<file path="src/rtl/imr_defs.svh">
// offsets, field positions, reset values and counts for the integrity monitor registers
`ifndef IMR_DEFS_SVH
`define IMR_DEFS_SVH

// ***************************************
// register byte offsets
// ***************************************
`define IMR_OFF_CFG     8'h00
`define IMR_OFF_CMD     8'h04
`define IMR_OFF_STATUS  8'h08
`define IMR_OFF_IER     8'h10
`define IMR_OFF_IDR     8'h14
`define IMR_OFF_IMR     8'h18
`define IMR_OFF_ISR     8'h1c
`define IMR_OFF_TRACE   8'h20
`define IMR_OFF_DSCR    8'h30
`define IMR_OFF_HASH    8'h34
`define IMR_OFF_IHV0    8'h38
`define IMR_OFF_IHV7    8'h54

// ***************************************
// configuration word fields
// ***************************************
`define IMR_CFG_WB_BLOCK    0
`define IMR_CFG_END_BLOCK   1
`define IMR_CFG_BR_BLOCK    2
`define IMR_CFG_BURDEN_LSB  4
`define IMR_CFG_AUTO        8
`define IMR_CFG_TWIN        9
`define IMR_CFG_CUSTOM_IV   12
`define IMR_CFG_CUSTOM_KIND_LSB 13
`define IMR_CFG_MASK        32'h0000f3f7
`define IMR_CFG_RESET       32'h00000000

// ***************************************
// command word fields
// ***************************************
`define IMR_CMD_ENABLE      0
`define IMR_CMD_DISABLE     1
`define IMR_CMD_SOFT_RESET  2
`define IMR_CMD_RECOMPUTE_DIGEST_LSB  4
`define IMR_CMD_OFF_LSB     8
`define IMR_CMD_ON_LSB      12

// ***************************************
// interrupt word fields, trace codes, descriptor mask and counts
// ***************************************
`define IMR_IRQ_DONE_LSB    0
`define IMR_IRQ_MISM_LSB    4
`define IMR_IRQ_BERR_LSB    8
`define IMR_IRQ_WRAP_LSB    12
`define IMR_IRQ_END_LSB     16
`define IMR_IRQ_UPD_LSB     20
`define IMR_IRQ_BAD         24
`define IMR_IRQ_WIDTH       25
`define IMR_TRACE_MEMBER    3'h0
`define IMR_TRACE_CFG       3'h1
`define IMR_TRACE_DSCR      3'h2
`define IMR_TRACE_HASH      3'h3
`define IMR_TRACE_READ      3'h4
`define IMR_DSCR_MASK       32'hffffffc0
`define IMR_REGIONS         4
`define IMR_IHV_WORDS       8

`endif

</file>
<file path="src/rtl/imr_pkg.sv">
// types shared by the integrity monitor register bank
`include "imr_defs.svh"
package imr_pkg;

   typedef enum logic [1:0] {
      IMR_SHA1   = 2'b00,
      IMR_SHA256 = 2'b01,
      IMR_SHA224 = 2'b10
   } imr_hash_kind_t;

   // events reported by the list walker and hash engine, one-cycle pulses
   typedef struct packed {
      logic [3:0] region_done_flag;
      logic [3:0] digest_mismatch_flag;
      logic [3:0] region_bus_fault;
      logic [3:0] wrap_seen_flag;
      logic [3:0] end_seen_flag;
      logic [3:0] region_update_flag;
      logic bad_member;
   } imr_event_t;

   // effective controls handed to the walker and hash engine
   typedef struct packed {
      logic monitor_on;
      logic disable_pulse;
      logic soft_reset_pulse;
      logic [3:0] region_watch;
      logic [3:0] recompute_digest_pulse;
      logic force_no_writeback;
      logic ignore_desc_writeback;
      logic ignore_desc_eom;
      logic branch_block;
      logic [15:0] idle_cycles;
      logic auto_compare;
      logic twin_input_buffer;
      logic custom_initial_digest;
      imr_hash_kind_t hash_kind;
      logic [31:0] descriptor_base;
      logic [31:0] digest_base;
      logic [7:0][31:0] init_hash;
   } imr_ctrl_t;

   // whole register state
   typedef struct packed {
      logic [31:0] cfg;
      logic enabled;
      logic disable_p;
      logic soft_rst_p;
      logic [3:0] recompute_digest_p;
      logic [3:0] watch_off;
      logic [24:0] mask;
      logic [24:0] flags;
      logic [2:0] trace;
      logic [31:0] dscr;
      logic [31:0] hash;
      logic [7:0][31:0] ihv;
      logic [31:0] rdata;
   } imr_state_t;

endpackage

</file>
<file path="src/rtl/imr_regs.sv">
// register bank of the integrity monitor: apb slave, config, command, status, irq, trace
//
// The implementer's own choice: register access over APB.
`timescale 1ns/1ps
`include "imr_defs.svh"

module imr_regs
   import imr_pkg::*;
(
   input wire logic pclk,
   input wire logic presetn,
   input wire logic psel,
   input wire logic penable,
   input wire logic pwrite,
   input wire logic [7:0] paddr,
   input wire logic [31:0] pwdata,
   output logic pready,
   output logic pslverr,
   output logic [31:0] prdata,
   input wire imr_event_t events,
   input wire logic [3:0] region_digest_ready,
   input wire logic monitoring_active,
   output imr_ctrl_t ctrl,
   output logic irq
);

   // ***************************************
   // helpers
   // ***************************************

   // custom algorithm decode; unlisted codes fall back to sha1
   function automatic imr_hash_kind_t decode_hash_kind(input logic [2:0] code);
      imr_hash_kind_t a;
      a = IMR_SHA1;
      if (code == 3'h1) begin
         a = IMR_SHA256;
      end else if (code == 3'h4) begin
         a = IMR_SHA224;
      end
      return a;
   endfunction

   // true for offsets that software may only write
   function automatic logic is_write_only(input logic [7:0] a);
      return (a == `IMR_OFF_CMD) || (a == `IMR_OFF_IER) || (a == `IMR_OFF_IDR) ||
             ((a >= `IMR_OFF_IHV0) && (a <= `IMR_OFF_IHV7) && (a[1:0] == 2'b00));
   endfunction

   // ***************************************
   // state
   // ***************************************
   imr_state_t s_q;
   imr_state_t s_d;
   logic setup;
   logic wr_acc;
   logic rd_acc;
   logic [31:0] rd_val;
   logic [24:0] ev_bits;
   logic [2:0] bad_code;
   logic bad_hit;
   logic [2:0] ihv_idx;

   // zero wait states: read data is latched during setup, access completes at once
   assign pready = psel & penable;
   assign pslverr = 1'b0;
   assign setup = psel & ~penable;
   assign wr_acc = psel & penable & pwrite;
   assign rd_acc = psel & penable & ~pwrite;
   assign prdata = s_q.rdata;
   assign ihv_idx = 3'((paddr - `IMR_OFF_IHV0) >> 2);

   // events packed into the flag layout
   assign ev_bits = {events.bad_member, events.region_update_flag, events.end_seen_flag,
                     events.wrap_seen_flag, events.region_bus_fault,
                     events.digest_mismatch_flag, events.region_done_flag};

   // ***************************************
   // read multiplexer
   // ***************************************
   always_comb begin
      rd_val = 32'h0;
      unique case (paddr)
         `IMR_OFF_CFG: rd_val = s_q.cfg;
         `IMR_OFF_STATUS: begin
            rd_val[0] = s_q.enabled;
            rd_val[11:8] = s_q.watch_off;
            rd_val[15:12] = s_q.watch_off | ~region_digest_ready;
         end
         `IMR_OFF_IMR: rd_val[24:0] = s_q.mask;
         `IMR_OFF_ISR: rd_val[24:0] = s_q.flags;
         `IMR_OFF_TRACE: rd_val[2:0] = s_q.trace;
         `IMR_OFF_DSCR: rd_val = s_q.dscr;
         `IMR_OFF_HASH: rd_val = s_q.hash;
         default: rd_val = 32'h0;
      endcase
   end

   // ***************************************
   // undefined access detection
   // ***************************************

   // lowest code wins when several happen in one cycle; only the first is kept anyway
   always_comb begin
      bad_hit = 1'b1;
      bad_code = `IMR_TRACE_MEMBER;
      if (events.bad_member) begin
         bad_code = `IMR_TRACE_MEMBER;
      end else if (wr_acc && monitoring_active && paddr == `IMR_OFF_CFG) begin
         bad_code = `IMR_TRACE_CFG;
      end else if (wr_acc && monitoring_active && paddr == `IMR_OFF_DSCR) begin
         bad_code = `IMR_TRACE_DSCR;
      end else if (wr_acc && monitoring_active && paddr == `IMR_OFF_HASH) begin
         bad_code = `IMR_TRACE_HASH;
      end else if (rd_acc && is_write_only(paddr)) begin
         bad_code = `IMR_TRACE_READ;
      end else begin
         bad_hit = 1'b0;
      end
   end

   // ***************************************
   // next state
   // ***************************************
   always_comb begin
      s_d = s_q;
      s_d.disable_p = 1'b0;
      s_d.soft_rst_p = 1'b0;
      s_d.recompute_digest_p = 4'h0;
      if (setup) begin
         s_d.rdata = rd_val;
      end
      // flags: a read clears only the bits it handed out, so an event landing at
      // the setup edge is not lost; a same-cycle event still sets
      if (rd_acc && paddr == `IMR_OFF_ISR) begin
         s_d.flags[23:0] = s_q.flags[23:0] & ~s_q.rdata[23:0];
      end
      s_d.flags[23:0] = s_d.flags[23:0] | ev_bits[23:0];
      // first undefined access only; flag and trace survive everything but soft reset and presetn
      if (bad_hit && !s_q.flags[`IMR_IRQ_BAD]) begin
         s_d.flags[`IMR_IRQ_BAD] = 1'b1;
         s_d.trace = bad_code;
      end
      if (wr_acc) begin
         unique case (paddr)
            `IMR_OFF_CFG: s_d.cfg = pwdata & `IMR_CFG_MASK;
            `IMR_OFF_CMD: begin
               if (pwdata[`IMR_CMD_ENABLE]) begin
                  s_d.enabled = 1'b1;
               end
               if (pwdata[`IMR_CMD_DISABLE]) begin
                  s_d.enabled = 1'b0;
                  s_d.disable_p = 1'b1;
               end
               // only regions whose monitoring is already off may recompute_digest
               s_d.recompute_digest_p = pwdata[`IMR_CMD_RECOMPUTE_DIGEST_LSB +: 4] & s_q.watch_off;
               s_d.watch_off = (s_q.watch_off | pwdata[`IMR_CMD_OFF_LSB +: 4])
                               & ~pwdata[`IMR_CMD_ON_LSB +: 4];
            end
            `IMR_OFF_IER: s_d.mask = s_q.mask | pwdata[24:0];
            `IMR_OFF_IDR: s_d.mask = s_q.mask & ~pwdata[24:0];
            `IMR_OFF_DSCR: s_d.dscr = pwdata & `IMR_DSCR_MASK;
            `IMR_OFF_HASH: s_d.hash = pwdata;
            default: begin
               if (is_write_only(paddr) && paddr >= `IMR_OFF_IHV0) begin
                  s_d.ihv[ihv_idx] = pwdata;
               end
            end
         endcase
      end
      // soft reset restores every register but the read data latch, including the sticky trace
      if (wr_acc && paddr == `IMR_OFF_CMD && pwdata[`IMR_CMD_SOFT_RESET]) begin
         s_d = '0;
         s_d.cfg = `IMR_CFG_RESET;
         s_d.soft_rst_p = 1'b1;
         s_d.rdata = s_q.rdata;
      end
   end

   // ***************************************
   // state register
   // ***************************************
   always_ff @(posedge pclk or negedge presetn) begin
      if (!presetn) begin
         s_q <= '0;
      end else begin
         s_q <= s_d;
      end
   end

   // ***************************************
   // effective controls for walker and engine
   // ***************************************
   always_comb begin
      ctrl = '0;
      ctrl.monitor_on = s_q.enabled;
      ctrl.disable_pulse = s_q.disable_p;
      ctrl.soft_reset_pulse = s_q.soft_rst_p;
      ctrl.region_watch = ~s_q.watch_off;
      ctrl.recompute_digest_pulse = s_q.recompute_digest_p;
      ctrl.auto_compare = s_q.cfg[`IMR_CFG_AUTO];
      // auto compare owns the no-writeback bit, so the block bit is ignored there
      ctrl.force_no_writeback = s_q.cfg[`IMR_CFG_WB_BLOCK] & ~s_q.cfg[`IMR_CFG_AUTO];
      ctrl.ignore_desc_writeback = s_q.cfg[`IMR_CFG_WB_BLOCK] | s_q.cfg[`IMR_CFG_AUTO];
      ctrl.ignore_desc_eom = s_q.cfg[`IMR_CFG_END_BLOCK];
      ctrl.branch_block = s_q.cfg[`IMR_CFG_BR_BLOCK];
      ctrl.idle_cycles = 16'h1 << s_q.cfg[`IMR_CFG_BURDEN_LSB +: 4];
      ctrl.twin_input_buffer = s_q.cfg[`IMR_CFG_TWIN];
      ctrl.custom_initial_digest = s_q.cfg[`IMR_CFG_CUSTOM_IV];
      ctrl.hash_kind = decode_hash_kind(s_q.cfg[`IMR_CFG_CUSTOM_KIND_LSB +: 3]);
      ctrl.descriptor_base = s_q.dscr;
      ctrl.digest_base = s_q.hash;
      ctrl.init_hash = s_q.ihv;
   end

   // single interrupt line from flagged and unmasked events
   assign irq = |(s_q.flags & s_q.mask);

endmodule

</file>
<file path="config.mk">
export PLATFORM = sky130hd
export DESIGN_NAME = imr_regs
export DESIGN_NICKNAME = d
export VERILOG_FILES = /design/src/rtl/imr_pkg.sv /design/src/rtl/imr_regs.sv
export VERILOG_INCLUDE_DIRS = /design/src /design/src/rtl
export SDC_FILE = /design/constraint.sdc
export NUM_CORES = 1
export LEC_CHECK = 0
export BUFFER_PORTS_ARGS = -buffer_cell sky130_fd_sc_hd__buf_2
export CELL_PAD_IN_SITES_DETAIL_PLACEMENT = 2
export CELL_PAD_IN_SITES_GLOBAL_PLACEMENT = 2
export CORE_AREA = 2 2 253 255
export CTS_CLUSTER_DIAMETER = 40
export DETAILED_ROUTE_END_ITERATION = 10
export DIE_AREA = 0 0 255 257
export PLACE_DENSITY_LB_ADDON = 0.1
export SETUP_SLACK_MARGIN = 0.4
export SLEW_MARGIN = 20
export SYNTH_ARGS = -nofsm -noshare
export SYNTH_HDL_FRONTEND = slang
export SYNTH_SLANG_ARGS = --single-unit
</file>
<file path="constraint.sdc">
create_clock -name pclk -period 1.9 [get_ports pclk]
set_input_delay 0.38 -clock pclk [delete_from_list [all_inputs] [get_ports pclk]]
set_output_delay 0.38 -clock pclk [all_outputs]
set_load 0.01 [all_outputs]
</file>
Word level (Yosys, flattened, before mapping)
Index checks and enable logic that the tools add are counted.

Register bits after elaboration: 448. Output and inout port bits: 391. Logic and storage cells: 140.

$add $sub $neg: 1. Order comparisons: 4. Equal/unequal tests: 12. Shift-type cells: 1. Mux-type cells: 39. Bitwise gates (word level): 24. Reduce and logical (&&, ||, !) cells: 38.

Operators with widths (count): $mux 256 (2); $mux 448 (1); $mux 320 (1); $bwmux 256 (1); $mux 32 (5); $demux 32 s3 (1); $and 25x25->25 (2); $pmux 25 s2 (1); $pmux 8 s6 (1); $pmux 9 s5 (1); $mux 34 (1); $mux 33 (1); $eq 8x5->1 const B (4); $not 25->25 (1); $or 25x25->25 (1); $pmux 5 s5 (1); $reduce_or 25->1 (1); $and 24x24->24 (1); $eq 8x6->1 const B (3); $mux 24 (1); $not 24->24 (1); $or 24x24->24 (1); $pmux 7 s3 (1); $mux 3 (6); 32 further kinds (79).

Logic depth before layout (Yosys ltp)
Word-level depth: 13. Depth in mapped cells: 9. Gate-level depth less buffers: 5.

Worst setup path before layout
No wires, ideal clock.

Path kind: input to register. From: in paddr[6]. To: reg s_q[395] (netlist bit). Setup time: 0.136 ns. Data arrival time: 1.875 ns. Data required time: 1.764 ns. Slack: -0.111 ns. Stages on the path: 7. Path buffers: 3. Cell sequence: buf_2 or3_1 buf_2 nor3_1 clkbuf_1 and3_1 nor3_1.

Longest elaborated chain between the ends: 5.

RTL lines: from (decl) (line imr_regs.sv:15) `input wire logic [7:0] paddr,`; $eq 8x3->1; $logic_and 1x1->1 (no line); $logic_and 1x1->1 (line imr_regs.sv:171) `` if (wr_acc && paddr == `IMR_OFF_CMD && pwdata[`IMR_CMD_SOFT_RESET]) begin ``; $reduce_bool 3->1 (no line) or $reduce_bool 2->1 (tied branches); $reduce_and 2->1 (no line); to (signal assigned) (line imr_regs.sv:184) `s_q <= '0;`; to (signal assigned) (line imr_regs.sv:186) `s_q <= s_d;`; to (decl) (line imr_regs.sv:52) `imr_state_t s_q;`.

Several ways; a longest one is shown, not always the timed one. The select of a mux whose other input is x is not followed. A chain may end at the register's enable or synchronous reset.

Worst setup path after layout
From: reg s_q[355] (netlist bit). To: out irq.

Longest elaborated chain between the ends: 2.

RTL lines: $and 25x25->25 (line imr_regs.sv:216) `assign irq = |(s_q.flags & s_q.mask);`; $reduce_or 25->1 (line imr_regs.sv:216); to (decl) (line imr_regs.sv:24) `output logic irq`.

Every way passes these cells.

==> metrics.md <==
| Metric | Value |
|---|---|
| Unrepaired setup endpoints after global routing | `yes` |
| Fraction of layout cells with a size suffix above 1 | `47.5%` |
| Part of the power in combinational logic | `approximately 7.0%` |
| Min-delay src | `events[21]` |
| Synth Area in Simple Gates | `13.6%` |
| Sw Share | `25.9%` |
| Yosys warns | `0` |
| Setup ws final | `-0.878 ns` |
| Area leader, netlist | `dfrtp_1` |
| Die area | `65500 um^2` |
| Via count | `18986` |
| Mux share of post-synthesis cell area | `between 10 and 15%` |
| Maxcap violations | `0` |
| Fraction of registers with async set/reset | `100%` |
| Mapped cell area | `~21000 um^2` |
| Post-Synth Adder-Cell Area | `0%` |
| Final Net Count | `2794` |
| Post-DP HPWL | `60000 um` |
| Pin count of the biggest net entering global routing | `76` |
| Die X | `255 um` |
| Via count of the first global-routing pass | `about 20000` |
| First-pass GRT wire length | `137000 um` |
| Failing checks | `negative setup slack` |
| Top post-synthesis cells by area | `dfrtp_1 (50%), buf_4 (13%), mux2i_1 (13%)` |
| I/O Buffers | `458` |
| Post-synth EDFFs | `0` |
| TNS Setup | `-2.71 ns` |
| H-tree Lvls | `3` |
| Final setup violation count | `19` |
| Gate Count Post-Synth | `2110` |
| CP max FO | `2` |
| Yosys cell types | `between 50 and 60` |
| Slew Limit Fails | `0` |
| Worst Tran Pin Value | `between 0.6 and 0.7 ns` |
| Worst path arrival time | `around 2.4 ns` |
| Worst Setup End Kind | `primary output` |
| Status | `finished, violations left` |
| Reg clk slew, reported paths | `0.05 ns` |
| R2R depth | `6` |
| Int Pwr | `0.0218 W` |
| XOR/XNOR Fraction of Synth Area | `0%` |
| Worst setup path start | `s_q[355]$_DFF_PN0_` |
| Hold Fails Final Rpt | `0` |
| Main combinational cell family by area after synthesis | `buffers and inverters` |
| Hold WS | `between 0.07 and 0.08 ns` |
| CTS Buf Count | `94` |
| Core Util, Final | `51.6%` |
| Complex-gate fraction of the synthesized area | `about 7.0%` |
| Io pins | `466` |
| Power Dens Cells | `909 nW/um^2` |
| Pleak | `about 18 nW` |
| WS Path Type | `reg2out` |
| Post-synthesis area per instance | `10.1 um^2` |
| Drt total wl | `around 110000 um` |
| R2r setup slk | `0.32 ns` |
| Post-synthesis sequential area ratio | `49.9%` |
| DRC Markers | `0` |
| DR vias/cell | `5.21` |
| Crit path largest cell delay | `0.43 ns` |
| Worst r2r src | `ctrl[298]$_DFFE_PN0P_` |
| Max Clock Skew | `0.0291 ns` |
| Gr usage total | `28.3%` |
| CTS tree | `yes` |
| Share of the synthesized area in the top cell type | `49.9%` |
| Worst path slowest cell | `dfrtp_1` |
| Gr ovfl total | `0` |
| Worst hold path type | `in2reg` |
| Worst Path Required | `roughly 1.5 ns` |
| Root buffer cell | `clkbuf_16` |
| Most used DFF post-synth | `dfrtp_1` |
| Avg WL per Cell | `29.9 um` |
| Tcrit/Tclk final | `146%` |
| GPL Wtd Cong | `0.867` |
| 1st-iter DRT viols | `1357` |
| Reg power frac | `between 30% and 40%` |
| Die Ht | `257 um` |
| Core area | `62700 um^2` |
| Crit Reg-Reg Endpoint | `prdata[10]$_DFFE_PN0P_` |
| Final min period | `2.78 ns` |
| Starting density of the core | `33.8%` |
| Hold path cells | `3` |
| Post-route insts no fill | `3647` |
| Area delta synth->final | `52.7%` |
| Fmax | `0.360 GHz` |
| Worst skew pair latency | `about 0.64 ns` |
| Hold Path Sink | `s_q[355]$_DFF_PN0_` |
| Psw | `0.00763 W` |
| Row count | `92` |
| Clock Power Share | `61.2%` |
| CTS max path bufs | `3` |
| Startpoint class of the critical path | `flip-flop` |
| # placed instances | `3073` |
| Flops & latches, synth | `423` |
| Slew Limit Headroom | `approximately 55%` |
| Initial antenna violation count | `2` |
| Worst IR Drop VDD | `between 0.7 and 0.8 mV` |
| CP cell instances | `a22o_1 > a221oi_2 > buf_4 > nand4_1 > or3_4 > buf_6` |
| CTS sink count | `423` |
| Post-route ant nets | `0` |
| First-pass DRT Iterations | `5` |
[synthesized netlist by cell type (3+ instances only)]
library cell,number
a21oi_1,141
mux2i_1,271
or3_1,5
a31oi_1,6
nor4_1,6
dfrtp_1,423
a222oi_1,18
nand2b_1,6
nor4_4,4
and3_1,29
o21ai_0,13
nand3_1,63
buf_1,6
clkbuf_1,75
nor2b_1,6
buf_2,71
a22o_1,4
nor3_1,35
nor2_1,337
inv_1,14
nor3b_1,3
a22oi_1,14
a221oi_1,15
buf_4,370
and2_1,4
nand4_1,3
o21a_1,7
nand2_1,110
nand4_2,8
a21o_1,8
[critical path: cells and delay by family, from the launching register on]
family / cells / cell delay (ns)
AND/OR/NAND/NOR: 2 / 0.53
AO/OA/AOI/OAI: 2 / 0.50
buffers and inverters: 2 / 0.30
flip-flops: 1 / 0.43
[how the worst max path moves through the flow]
| stage | endpoint | slack (ns) | cells past startpoint |
|---|---|---|---|
| after floorplan | ctrl[76]$_DFFE_PN0P_ | 0.002 | 6 |
| after global placement | prdata[15]$_DFFE_PN0P_ | -0.70 | 7 |
| after detailed placement | prdata[15]$_DFFE_PN0P_ | -0.63 | 7 |
| after CTS | irq | -0.83 | 6 |
| after global routing | irq | -0.94 | 6 |
| final | irq | -0.88 | 6 |
[state kept, by name (all words and copies together) (netlist names)]
register  cells
prdata       32
s_q          65
ctrl        326
[cells by family after synthesis]
| family | count (synthesis) |
|---|---|
| other | 1 |
| flip-flops | 423 |
| multiplexers | 273 |
| AO/OA/AOI/OAI | 240 |
| AND/OR/NAND/NOR | 634 |
| buffers and inverters | 539 |
[layout make-up]
| cell class | count | area [um^2] |
|---|---|---|
| multi-input combinational | 1154 | 7820 |
| tap | 846 | 1060 |
| clock inverter | 72 | 1010 |
| sequential | 423 | 10600 |
| fill | 6171 | 30300 |
| timing repair buffer | 1031 | 9370 |
| inverter | 15 | 56.3 |
| antenna | 1 | 2.50 |
| clock buffer | 105 | 2440 |
[per-layer routing]
| metal | track usage [%] | share of wire (%) |
|---|---|---|
| met5 | 0 | 0.0092 |
| met4 | 7.73 | 4.0 |
| met3 | 7.11 | 6.5 |
| met2 | 48.3 | 50 |
| met1 | 35.5 | 39 |
[placed cells by master (no fill, tap or decap), types with 6 or more instances in the layout]
cell           synthesis  final
a21oi_1              141    123
nor3_1                35     26
conb_1                 1      7
a222oi_1              18     18
a21oi_2                0     18
inv_6                  0      9
clkinv_2               0     15
and3_1                29     25
clkinvlp_4             0     15
inv_1                 14     10
nand3_1               63     60
clkbuf_16              0    114
o21ai_0               13      8
buf_12                 0     59
nor2_2                 1     11
dlygate4sd3_1          0     24
dfrtp_2                0     29
nand2_4                0      9
nand2_1              110     98
a21o_1                 8      8
o21ai_1                2      6
nand4_4                0      8
o21a_1                 7      7
a31oi_1                6      6
a221oi_1              15     12
clkbuf_1              75      6
nor4_4                 4      8
a22oi_1               14     14
buf_2                 71    232
nor2_1               337    323
bufinv_16              0     17
nor3_4                 1      8
buf_6                  2    251
dfrtp_1              423    394
clkinv_4               0     10
buf_4                370    435
mux2i_1              271    264
[power by group through the flow]
stage,combinational [W],sequential (W),clock [W]
after CTS,0.00181,0.00934,0.0180
final,0.00206,0.00936,0.0180
after detailed placement,0.00149,0.00949,0
after global placement,0.00146,0.00948,0
after global routing,0.00216,0.00937,0.0187
after floorplan,0.000758,0.00943,0
[per-stage QoR]
step                      cell area, um^2  setup slack [ns]  total power, W
after floorplan                     21600           0.00221          0.0102
after global placement              23300            -0.704          0.0109
after detailed placement            23300            -0.635          0.0110
after CTS                           29700            -0.833          0.0292
after global routing                32400            -0.940          0.0302
final                               32400            -0.878          0.0294
[timing repair]
item,CTS,global route
hold endpoints to repair,48,0
pin swaps,8,56
setup endpoints to repair,403,676
hold buffers,24,0
gates resized for setup,353,174
cloned,0,25
setup buffers,180,167
Power figures use the tool's default switching activity.
